$ cat config.mk
export PLATFORM = sky130hd
export DESIGN_NAME = port_io_with_match_detect
export DESIGN_NICKNAME = d
export VERILOG_FILES = /design/src/hw/port_match_detect.v /design/src/hw/port_io_with_match_detect.v
export VERILOG_INCLUDE_DIRS = /design/src /design/src/hw
export SDC_FILE = /design/constraint.sdc
export NUM_CORES = 1
export LEC_CHECK = 0
export BUFFER_PORTS_ARGS = -buffer_cell sky130_fd_sc_hd__buf_2
export CORE_MARGIN = 3
export CORE_UTILIZATION = 45
export CTS_BUF_LIST = sky130_fd_sc_hd__clkbuf_4 sky130_fd_sc_hd__clkbuf_8
export DETAILED_ROUTE_END_ITERATION = 8
export PLACE_DENSITY = 0.7
export SYNTH_ARGS = -nofsm -noshare
export SYNTH_HDL_FRONTEND = slang
export SYNTH_SLANG_ARGS = --single-unit
$ cat constraint.sdc
create_clock -name i_sys_clk -period 3.67 [get_ports i_sys_clk]
set_clock_uncertainty 0.2 [all_clocks]
set_input_delay 0 -clock i_sys_clk [delete_from_list [all_inputs] [get_ports i_sys_clk]]
set_output_delay 0 -clock i_sys_clk [all_outputs]
set_load 0.005 [all_outputs]
$ cat src/hw/port_io_defines.vh
`ifndef PORT_IO_DEFINES_VH
`define PORT_IO_DEFINES_VH

// special function register byte addresses
`define ADDR_PORT0_PINS      8'h80
`define ADDR_PORT1_PINS      8'h90
`define ADDR_PORT2_PINS      8'ha0
`define ADDR_PORT0_DRIVE_SEL 8'ha4
`define ADDR_PORT0_ANA_SEL   8'hf1

// reset values
`define RST_PORT_LATCH       8'hff
`define RST_PORT0_DRIVE_SEL  8'h00
`define RST_PORT0_ANA_SEL    8'hff

// pin index ranges inside the 24-bit pin vectors
`define PORT0_LSB 0
`define PORT1_LSB 8
`define PORT2_LSB 16

`endif

$ cat src/hw/port_match_detect.v
`timescale 1ns/1ns
`default_nettype none

// masked compare of one 8-bit port against its compare value
module port_match_detect (
  input  wire       i_sys_clk,
  input  wire       i_nrst,
  input  wire [7:0] i_pins,
  input  wire [7:0] i_compare_mask,
  input  wire [7:0] i_compare_value,
  output reg        o_mismatch
);

  // registered so the event is glitch free for the wake logic
  always @(posedge i_sys_clk or negedge i_nrst) begin
    if (!i_nrst) begin
      o_mismatch <= 1'b0;
    end else begin
      o_mismatch <= ((i_pins & i_compare_mask) != (i_compare_value & i_compare_mask));
    end
  end

endmodule // port_match_detect

`default_nettype wire

$ cat src/hw/port_io_with_match_detect.v
// What this block does
// - A pin not owned by a routed peripheral and not analog is driven from its port latch as general purpose I/O.
// - Each port data register can be written as a whole byte or as one addressed bit.
// - A write stores into an output latch that keeps setting the pin levels until written again.
// - A normal read of a port data register returns the synchronised pin levels, analog pins reading zero, even for peripheral pins.
// - A read flagged as read-modify-write returns the output latch instead of the pins.
// - A match event is raised while either first or second port masked pins differ from the masked compare value.
// - Match detection looks at the synchronised pin levels of the first two ports, analog pins reading zero, regardless of routing.
// - The match event gives an interrupt request only while the match interrupt enable bit is one.
// - The match event is also offered as a wake-up for the suspended internal oscillator.
`timescale 1ns/1ns
`default_nettype none
`include "port_io_defines.vh"

module port_io_with_match_detect (
  input  wire        i_sys_clk,
  input  wire        i_nrst,
  // special function register access
  input  wire [7:0]  i_sfr_addr,
  input  wire        i_sfr_wr,
  input  wire [7:0]  i_sfr_wdata,
  input  wire        i_sfr_bit_wr,
  input  wire [2:0]  i_sfr_bit_idx,
  input  wire        i_sfr_bit_val,
  input  wire        i_sfr_rd,
  input  wire        i_sfr_rmw,
  output reg  [7:0]  o_sfr_rdata,
  // compare setup and interrupt enable
  input  wire [7:0]  i_first_port_compare_mask,
  input  wire [7:0]  i_first_port_compare_value,
  input  wire [7:0]  i_second_port_compare_mask,
  input  wire [7:0]  i_second_port_compare_value,
  input  wire        i_match_irq_enable,
  // routing from the pin crossbar
  input  wire [23:0] i_pin_periph_sel,
  input  wire [23:0] i_pin_periph_out,
  input  wire [23:0] i_pin_two_wire,
  // pins
  input  wire [23:0] i_pin_in,
  output reg  [23:0] o_pin_out,
  output reg  [23:0] o_pin_oe,
  output reg  [23:0] o_pin_pullup_en,
  // events
  output reg         o_match_event,
  output reg         o_match_irq,
  output reg         o_osc_wake
);

  reg  [7:0]  first_port_pins;
  reg  [7:0]  second_port_pins;
  reg  [7:0]  third_port_pins;
  reg  [7:0]  first_port_drive_select;
  reg  [7:0]  first_port_analog_select;
  reg  [23:0] pin_meta;
  reg  [23:0] pin_sync;
  wire [23:0] pin_level;
  wire [23:0] latch_all;
  wire [23:0] analog_all;
  wire [23:0] pushpull_all;
  wire        first_mismatch;
  wire        second_mismatch;
  reg  [23:0] next_pin_out;
  reg  [23:0] next_pin_oe;
  reg  [7:0]  next_rdata;
  integer     n;

  // replace one bit of a latch byte
  function [7:0] set_bit;
    input [7:0] value;
    input [2:0] idx;
    input       bit_val;
    reg   [7:0] tmp;
    begin
      tmp      = value;
      tmp[idx] = bit_val;
      set_bit  = tmp;
    end
  endfunction

  // next latch value for one port: byte write, then bit write
  function [7:0] latch_update;
    input [7:0] value;
    input       hit;
    begin
      latch_update = value;
      if (hit && i_sfr_wr) begin
        latch_update = i_sfr_wdata;
      end else if (hit && i_sfr_bit_wr) begin
        latch_update = set_bit(value, i_sfr_bit_idx, i_sfr_bit_val);
      end
    end
  endfunction

  // two-stage synchroniser; only the second stage is read
  // costs two cycles of pin-to-read latency, the price of a clean sample
  always @(posedge i_sys_clk or negedge i_nrst) begin
    if (!i_nrst) begin
      pin_meta <= 24'h000000;
      pin_sync <= 24'h000000;
    end else begin
      pin_meta <= i_pin_in;
      pin_sync <= pin_meta;
    end
  end

  assign analog_all   = {16'h0000, ~first_port_analog_select};
  assign pushpull_all = {16'h0000, first_port_drive_select};
  assign latch_all    = {third_port_pins, second_port_pins, first_port_pins};
  // analog pins have their digital receiver off, so they read zero
  assign pin_level    = pin_sync & ~analog_all;

  // latches and mode registers; contents persist until rewritten
  always @(posedge i_sys_clk or negedge i_nrst) begin
    if (!i_nrst) begin
      first_port_pins          <= `RST_PORT_LATCH;
      second_port_pins         <= `RST_PORT_LATCH;
      third_port_pins          <= `RST_PORT_LATCH;
      first_port_drive_select  <= `RST_PORT0_DRIVE_SEL;
      first_port_analog_select <= `RST_PORT0_ANA_SEL;
    end else begin
      first_port_pins  <= latch_update(first_port_pins, i_sfr_addr == `ADDR_PORT0_PINS);
      second_port_pins <= latch_update(second_port_pins, i_sfr_addr == `ADDR_PORT1_PINS);
      third_port_pins  <= latch_update(third_port_pins, i_sfr_addr == `ADDR_PORT2_PINS);
      if (i_sfr_wr && i_sfr_addr == `ADDR_PORT0_DRIVE_SEL) begin
        first_port_drive_select <= i_sfr_wdata;
      end
      if (i_sfr_wr && i_sfr_addr == `ADDR_PORT0_ANA_SEL) begin
        first_port_analog_select <= i_sfr_wdata;
      end
    end
  end

  // read mux: pins for plain reads, latch for read-modify-write
  always @* begin
    next_rdata = 8'h00;
    if (i_sfr_addr == `ADDR_PORT0_PINS) begin
      next_rdata = i_sfr_rmw ? first_port_pins : pin_level[7:0];
    end else if (i_sfr_addr == `ADDR_PORT1_PINS) begin
      next_rdata = i_sfr_rmw ? second_port_pins : pin_level[15:8];
    end else if (i_sfr_addr == `ADDR_PORT2_PINS) begin
      next_rdata = i_sfr_rmw ? third_port_pins : pin_level[23:16];
    end else if (i_sfr_addr == `ADDR_PORT0_DRIVE_SEL) begin
      next_rdata = first_port_drive_select;
    end else if (i_sfr_addr == `ADDR_PORT0_ANA_SEL) begin
      next_rdata = first_port_analog_select;
    end
  end

  // pin driver decision per pin
  always @* begin
    next_pin_out = 24'h000000;
    next_pin_oe  = 24'h000000;
    for (n = 0; n < 24; n = n + 1) begin
      next_pin_out[n] = i_pin_periph_sel[n] ? i_pin_periph_out[n] : latch_all[n];
      if (analog_all[n]) begin
        next_pin_oe[n] = 1'b0;
      end else if (pushpull_all[n] && !i_pin_two_wire[n]) begin
        next_pin_oe[n] = 1'b1;
      end else begin
        // open drain: a one floats, a zero pulls low
        next_pin_oe[n] = ~next_pin_out[n];
      end
    end
  end

  // registered pin outputs and read data
  always @(posedge i_sys_clk or negedge i_nrst) begin
    if (!i_nrst) begin
      o_pin_out       <= 24'hffffff;
      o_pin_oe        <= 24'h000000;
      o_pin_pullup_en <= 24'h000000;
      o_sfr_rdata     <= 8'h00;
    end else begin
      o_pin_out       <= next_pin_out;
      o_pin_oe        <= next_pin_oe;
      o_pin_pullup_en <= ~analog_all;
      // read data stands until the next read strobe
      if (i_sfr_rd) begin
        o_sfr_rdata <= next_rdata;
      end
    end
  end

  // synchronised pins, analog-gated but not routing-gated, feed the comparators
  port_match_detect u_first_match (
    .i_sys_clk       (i_sys_clk),
    .i_nrst          (i_nrst),
    .i_pins          (pin_level[7:0]),
    .i_compare_mask  (i_first_port_compare_mask),
    .i_compare_value (i_first_port_compare_value),
    .o_mismatch      (first_mismatch)
  );

  port_match_detect u_second_match (
    .i_sys_clk       (i_sys_clk),
    .i_nrst          (i_nrst),
    .i_pins          (pin_level[15:8]),
    .i_compare_mask  (i_second_port_compare_mask),
    .i_compare_value (i_second_port_compare_value),
    .o_mismatch      (second_mismatch)
  );

  // event is a level; it lasts while the mismatch lasts
  // no edge capture: a pattern shorter than one clock period can be missed
  always @(posedge i_sys_clk or negedge i_nrst) begin
    if (!i_nrst) begin
      o_match_event <= 1'b0;
      o_match_irq   <= 1'b0;
      o_osc_wake    <= 1'b0;
    end else begin
      o_match_event <= first_mismatch | second_mismatch;
      o_match_irq   <= (first_mismatch | second_mismatch) & i_match_irq_enable;
      o_osc_wake    <= first_mismatch | second_mismatch;
    end
  end

endmodule // port_io_with_match_detect

`default_nettype wire

==> impl_metrics.tcl, run 1 <==
set metrics [dict create \
    slowest_stage "dlygate4sd3_1" \
    dieArea_sq_um 15800 \
    pre_cts_slack_ps 1340 \
    finalSetupTns_ps 0 \
    status "completed" \
    initial_core_util_pct 46.2 \
    vias_per_cell 5.04 \
    synth_fp_nets 673 \
    htreeDepth 4 \
    dpl.hpwl_microns 12300 \
    yosys_register_bits 157 \
    fmax_mhz 327 \
    max_slew_margin_pct 26.2 \
    power_uw 3680 \
    cts_setup_buffers 0 \
    port_buffers 221 \
    dr.pass1.iters 5 \
    hold_slack_ps 34.2 \
    path_max_fanout 8 \
    worstSkewPairLatency_ps 460 \
    avgSynthCellArea_sq_um 12.4 \
    synthArstFlopShare_pct 100 \
    tightest_slew_ps 1100 \
    syn_inst 518 \
    antenna_left 0 \
    grt_pass1_vias 5729 \
    synth.distinct_cells 43 \
    cts.reportedPaths.clkPinSlew_ps 80 \
    ys_seq_area_share_pct 62.2 \
    gp_congestion 0.862 \
    drt_iter0_drc 360 \
    numCtsBuffers 17 \
    final_cell_count_no_fill 1068 \
    hold_class "primary input to asynchronous set/reset pin" \
    end_kind "flip-flop" \
    dieWidth_microns 126 \
    worst_slack_ps 612 \
    min_period_ps 3060 \
    io_pins 238 \
    setup_viol_count_final 0 \
    coreArea_sq_um 13900 \
    cp.arrival_ps 3240 \
    finalMaxSlewViolations 0 \
    yosys_warnings 0 \
    leakage_uw 0.00443 \
    drive_gt1_share_pct 39.8 \
    drcViolationCount 0 \
    cts_root_buf "clkbuf_8" \
    tritoncts "yes" \
    cts_resized 0 \
    clkSinkCount 157 \
    crit_chain "dlygate4sd3_1 -> buf_2 -> or3b_2 -> dlygate4sd3_1 -> nor4_4 -> nand2_1 -> mux2_1 -> dlygate4sd3_1" \
    num_vias 5380 \
    powerDensity_nw_per_um2 389 \
    num_rows 43 \
    antenna_found_initial 2 \
    placedCellCount 892 \
    critPathLaunchType "primary input" \
    crit_top_cell "dlygate4sd3_1" \
    die_h_microns 126 \
    rsz0062_at_grt "no" \
    critPathRequiredTime_ps 3860 \
    synthToLayoutAreaGrowth_pct 47.1 \
    synth-edff-count 0 \
    nNetsFinal 1028 \
    overflow 0 \
    drv_cap 0 \
    grt_pass1_wl_microns 29100 \
    gr-usage-all-layers_pct 23.8 \
    max_stage_delay_ps 640 \
    clock_path_buffers 2 \
    hold_viol_final 0 \
    worst_ir_drop_vdd_uv 303 \
    synth-main-ff-cell "dfrtp_1" \
    grt_max_degree 111 \
    wl_per_cell_microns 17.3 \
    wl_microns 18400 \
    finalCritPeriodShare_pct 83.3 \
    timing_worst_setup_path_type "primary input to flip-flop" \
    syn_area_sq_um 6430 \
]
-- cells in the mapped netlist, types with 9 or more instances --
master | count | area, sq um
dfrtp_1 | 101 | 2530
nand2_1 | 65 | 244
dfstp_2 | 56 | 1470
mux2i_1 | 32 | 320
mux2_2 | 30 | 338
inv_1 | 26 | 97.6
nor3_1 | 18 | 90.1
a21oi_1 | 16 | 80.1
buf_4 | 16 | 120
clkbuf_1 | 14 | 52.6
o21ai_0 | 13 | 65.1
mux2_1 | 10 | 113
nand2b_1 | 10 | 62.6
a31oi_1 | 9 | 56.3
nor2b_1 | 9 | 56.3
-- cell families (layout without fill, tap and decap cells) --
logic type | Yosys count | in the layout | share of synthesized area [%]
flops | 157 | 157 | 62.2
mux | 72 | 72 | 12.0
xor+xnor | 16 | 16 | 2.18
compound gates | 80 | 80 | 8.38
buf+inv | 60 | 428 | 4.57
simple gates | 132 | 132 | 10.7
other cells | 1 | 3 | 0.0583
-- flip-flops by register name (all words and copies together) (netlist names) --
register / count
second_port_pins: 8
o_match_event: 1
o_match_irq: 1
first_port_analog_select: 8
pin_sync: 24
third_port_pins: 8
o_sfr_rdata: 8
o_pin_out: 24
u_first_match.o_mismatch: 1
o_pin_oe: 24
o_pin_pullup_en: 9
first_port_pins: 8
pin_meta: 24
u_second_match.o_mismatch: 1
first_port_drive_select: 8
-- report_power, final --
group          internal, uW  leakage [uW]  switching (uW)  total [uW]
clock                   713      0.000218             605        1320
sequential             1840       0.00173            38.3        1880
combinational           267       0.00248             224         491
total                  2820       0.00443             868        3680
-- cell usage in the layout (no fill, tap or decap), types with 7 or more instances in the layout --
cell / synthesis / routed
buf_2: 1 / 220
dlygate4sd3_1: 0 / 142
dfrtp_1: 101 / 101
nand2_1: 65 / 65
dfstp_2: 56 / 56
mux2i_1: 32 / 32
mux2_2: 30 / 30
inv_1: 26 / 26
clkbuf_8: 0 / 21
nor3_1: 18 / 18
a21oi_1: 16 / 16
o21ai_0: 13 / 13
nand2b_1: 10 / 10
mux2_1: 10 / 10
a31oi_1: 9 / 9
nor2b_1: 9 / 9
xnor2_1: 8 / 8
a22oi_1: 8 / 8
xor2_1: 8 / 8
nand3_1: 8 / 8
o31ai_1: 8 / 8
o22ai_1: 8 / 8
o211a_1: 8 / 8
o2bb2ai_1: 8 / 8
buf_4: 16 / 7
-- worst paths after layout --
| kind | cells past startpoint | startpoint | to | slack [ps] |
|---|---|---|---|---|
| worst max-delay path | 8 | i_sfr_addr[5] | first_port_pins[1] | 610 |
| worst min-delay path | 2 | i_nrst | o_pin_oe[13] | 30 |
| worst max register to register | 6 | first_port_analog_select[2] | u_first_match.o_mismatch | 1030 |
| worst min register to register | 0 | pin_meta[11] | pin_sync[11] | 150 |
| max in group asynchronous | 3 | i_nrst | o_pin_out[10] | 2250 |
| min in group i_sys_clk | 4 | i_sfr_addr[0] | o_sfr_rdata[1] | 40 |
-- cell type report --
type | instances | area [sq um]
fill | 1052 | 4470
sequential | 157 | 4000
timing repair buffer | 370 | 2590
multi-input combinational | 301 | 2140
clock buffer | 26 | 327
tap | 180 | 225
inverter | 26 | 97.6
clock inverter | 6 | 83.8
antenna | 2 | 5.00
-- through the flow --
| step | instance area (sq um) | utilization (%) |
|---|---|---|
| after detailed placement | 7630 | 54.7 |
| after global routing | 9460 | 67.9 |
| final | 9460 | 67.9 |
| after global placement | 7630 | 54.7 |
| after CTS | 9460 | 67.9 |
| after floorplan | 6430 | - |
-- metal layers --
layer,track usage (%),part of all wire [%],vias up
li1,-,-,2495
met1,28.7,38,2632
met2,40.5,52,215
met3,6.71,7.5,38
met4,9.38,2.4,0
met5,0,0,-
-- critical path, delay by kind of cell --
kind	cells	cell delay, ps
muxes	1	340
buffers and inverters	4	1880
and+or+nand+nor	3	1030
-- what timing repair did --
item | in CTS | in global routing
hold endpoints to repair | 231 | 0
hold buffers | 142 | 0
setup endpoints to repair | 0 | 0
Note: power is estimated with default switching activity, not from simulation.
==> run 2, diff against run 1 <==
==> constraint.sdc (replaced) <==
create_clock -name i_sys_clk -period 3.2 [get_ports i_sys_clk]
set_clock_uncertainty 0.2 [all_clocks]
set_input_delay 0 -clock i_sys_clk [delete_from_list [all_inputs] [get_ports i_sys_clk]]
set_output_delay 0 -clock i_sys_clk [all_outputs]
set_load 0.005 [all_outputs]
==> run 2 against run 1 <==
Sequential share of layout area is 0.22 points lower. Wire length is 1.6% higher. Clock power is 23% higher. Global-route usage is 0.41 points higher. Design area is 0.53% higher. Cell count is 0.28% lower. Die area stayed put. Count of clock-buffer cells in the layout is 7 lower. First-iteration DRC count is 34% lower. Via count is 1.3% lower. Critical endpoint unchanged.
==> impl_metrics.tcl, run 2 (same netlist as run 1, synthesis figures left out) <==
set metrics [dict create \
    tritoncts "yes" \
    grt_max_degree 89 \
    drive_gt1_share_pct 40.0 \
    critPathRequiredTime_ps 3380 \
    register_area_sq_um 4000 \
    grt_pass1_wl_microns 29600 \
    cp_top_family "buffers and inverters" \
    grt_pass1_vias 5751 \
    hold_class "primary input to asynchronous set/reset pin" \
    wl_per_cell_microns 17.6 \
    fmax_mhz 328 \
    max_slew_margin_pct 45.6 \
    initial_core_util_pct 46.2 \
    setup_viol_count_final 0 \
    drt_iter0_drc 238 \
    worstSkewPairLatency_ps 460 \
    cp.arrival_ps 3240 \
    drv_cap 0 \
    cts.reportedPaths.clkPinSlew_ps 80 \
    hold_viol_final 0 \
    dieArea_sq_um 15800 \
    worst_ir_drop_vdd_uv 266 \
    clock_path_buffers 2 \
    finalSetupTns_ps 0 \
    status "completed" \
    fillers 1051 \
    gp_congestion 0.852 \
    critPathLaunchType "primary input" \
    min_period_ps 3050 \
    cts_resized 0 \
    path_max_fanout 8 \
    num_vias 5308 \
    io_pins 238 \
    tightest_slew_ps 815 \
    numCtsBuffers 17 \
    die_h_microns 126 \
    timing_worst_setup_path_type "primary input to flip-flop" \
    vias_per_cell 4.98 \
    leakage_uw 0.00443 \
    port_buffers 221 \
    dpl.hpwl_microns 12300 \
    final_util_pct 68.3 \
    num_rows 43 \
    htreeDepth 4 \
    end_kind "flip-flop" \
    drcViolationCount 0 \
    crit_top_cell "dlygate4sd3_1" \
    dr.pass1.iters 4 \
    rsz0062_at_grt "no" \
    finalCritPeriodShare_pct 95.4 \
    coreArea_sq_um 13900 \
    wl_microns 18700 \
    nNetsFinal 1027 \
    powerDensity_nw_per_um2 457 \
    slowest_stage "dlygate4sd3_1" \
    dieWidth_microns 126 \
    finalMaxSlewViolations 0 \
    final_cell_mix "220 x buf_2, 140 x dlygate4sd3_1, 101 x dfrtp_1, 65 x nand2_1, 56 x dfstp_2" \
    max_stage_delay_ps 640 \
    antenna_left 0 \
    hold_slack_ps 24.7 \
    crit_chain "dlygate4sd3_1 -> buf_2 -> or3b_2 -> dlygate4sd3_1 -> nor4_4 -> nand2_1 -> mux2_1 -> dlygate4sd3_1" \
    synthToLayoutAreaGrowth_pct 47.9 \
    overflow 0 \
    n_antenna_cell 0 \
    gr-usage-all-layers_pct 24.2 \
    final_common_cell "buf_2" \
    clkSinkCount 157 \
    cts_root_buf "clkbuf_8" \
    critPathBufInv 4 \
    antenna_found_initial 0 \
    multi_input_area_sq_um 2140 \
]
## run 2: cell count changes in the layout (fill, tap and decap cells not counted), sizes merged
cell         previous run  this run
clkbuf                 26        19
clkinvlp                0         4
bufinv                  2         4
diode                   2         0
dlygate4sd3           142       140
inv                    26        28
buf                   228       229
clkinv                  4         3
## run 2: worst paths after layout
kind / start / to / slack (ps) / cells after the start
max: i_sfr_addr[5] / first_port_pins[1] / 150 / 8
min reg2reg: pin_meta[15] / pin_sync[15] / 150 / 0
min: i_nrst / o_pin_out[12] / 20 / 2
min in group i_sys_clk: i_sfr_addr[3] / o_sfr_rdata[5] / 50 / 4
max reg2reg: first_port_analog_select[2] / u_first_match.o_mismatch / 570 / 6
max in group asynchronous: i_nrst / first_port_analog_select[2] / 2260 / 3
## run 2: per-layer routing
| metal | global-route usage, % | vias up | part of all wire [%] | routed length (microns) |
|---|---|---|---|---|
| met3 | 5.89 | 41 | 6.1 | 1130 |
| met2 | 42.6 | 197 | 53 | 9900 |
| met4 | 9.89 | 0 | 2.9 | 552 |
| met1 | 28.4 | 2579 | 38 | 7140 |
| met5 | 0 | - | 0 | 0 |
| li1 | - | 2491 | - | - |
## run 2: layout make-up
| type | instances | share of cell area (%) |
|---|---|---|
| repair buffers | 369 | 27.4 |
| flip-flops and latches | 157 | 42.0 |
| inverters | 26 | 1.03 |
| well taps | 180 | 2.37 |
| clock buffers | 19 | 2.68 |
| clock inverters | 13 | 2.00 |
| multi-input cells | 301 | 22.5 |
## run 2: timing repair
action / CTS / global route
hold buffers: 141 / 0
buffers inserted: 0 / 0
endpoints found under the hold margin: 247 / 0
## run 2: stage by stage
| stage | setup slack, ps | total power, uW | std cells | area [sq um] |
|---|---|---|---|---|
| after global placement | 983 | 2590 | 892 | 7640 |
| after floorplan | 1390 | 2360 | 518 | 6430 |
| after global routing | 85.0 | 4540 | 1065 | 9510 |
| after CTS | 190 | 4380 | 1065 | 9510 |
| final | 147 | 4350 | 1065 | 9510 |
| after detailed placement | 951 | 2600 | 892 | 7640 |
## run 2: where the power goes
group	switching (uW)	total [uW]	internal (uW)
clock network	748	1630	884
registers	44.0	2150	2110
logic	258	565	306
total	1050	4350	3300
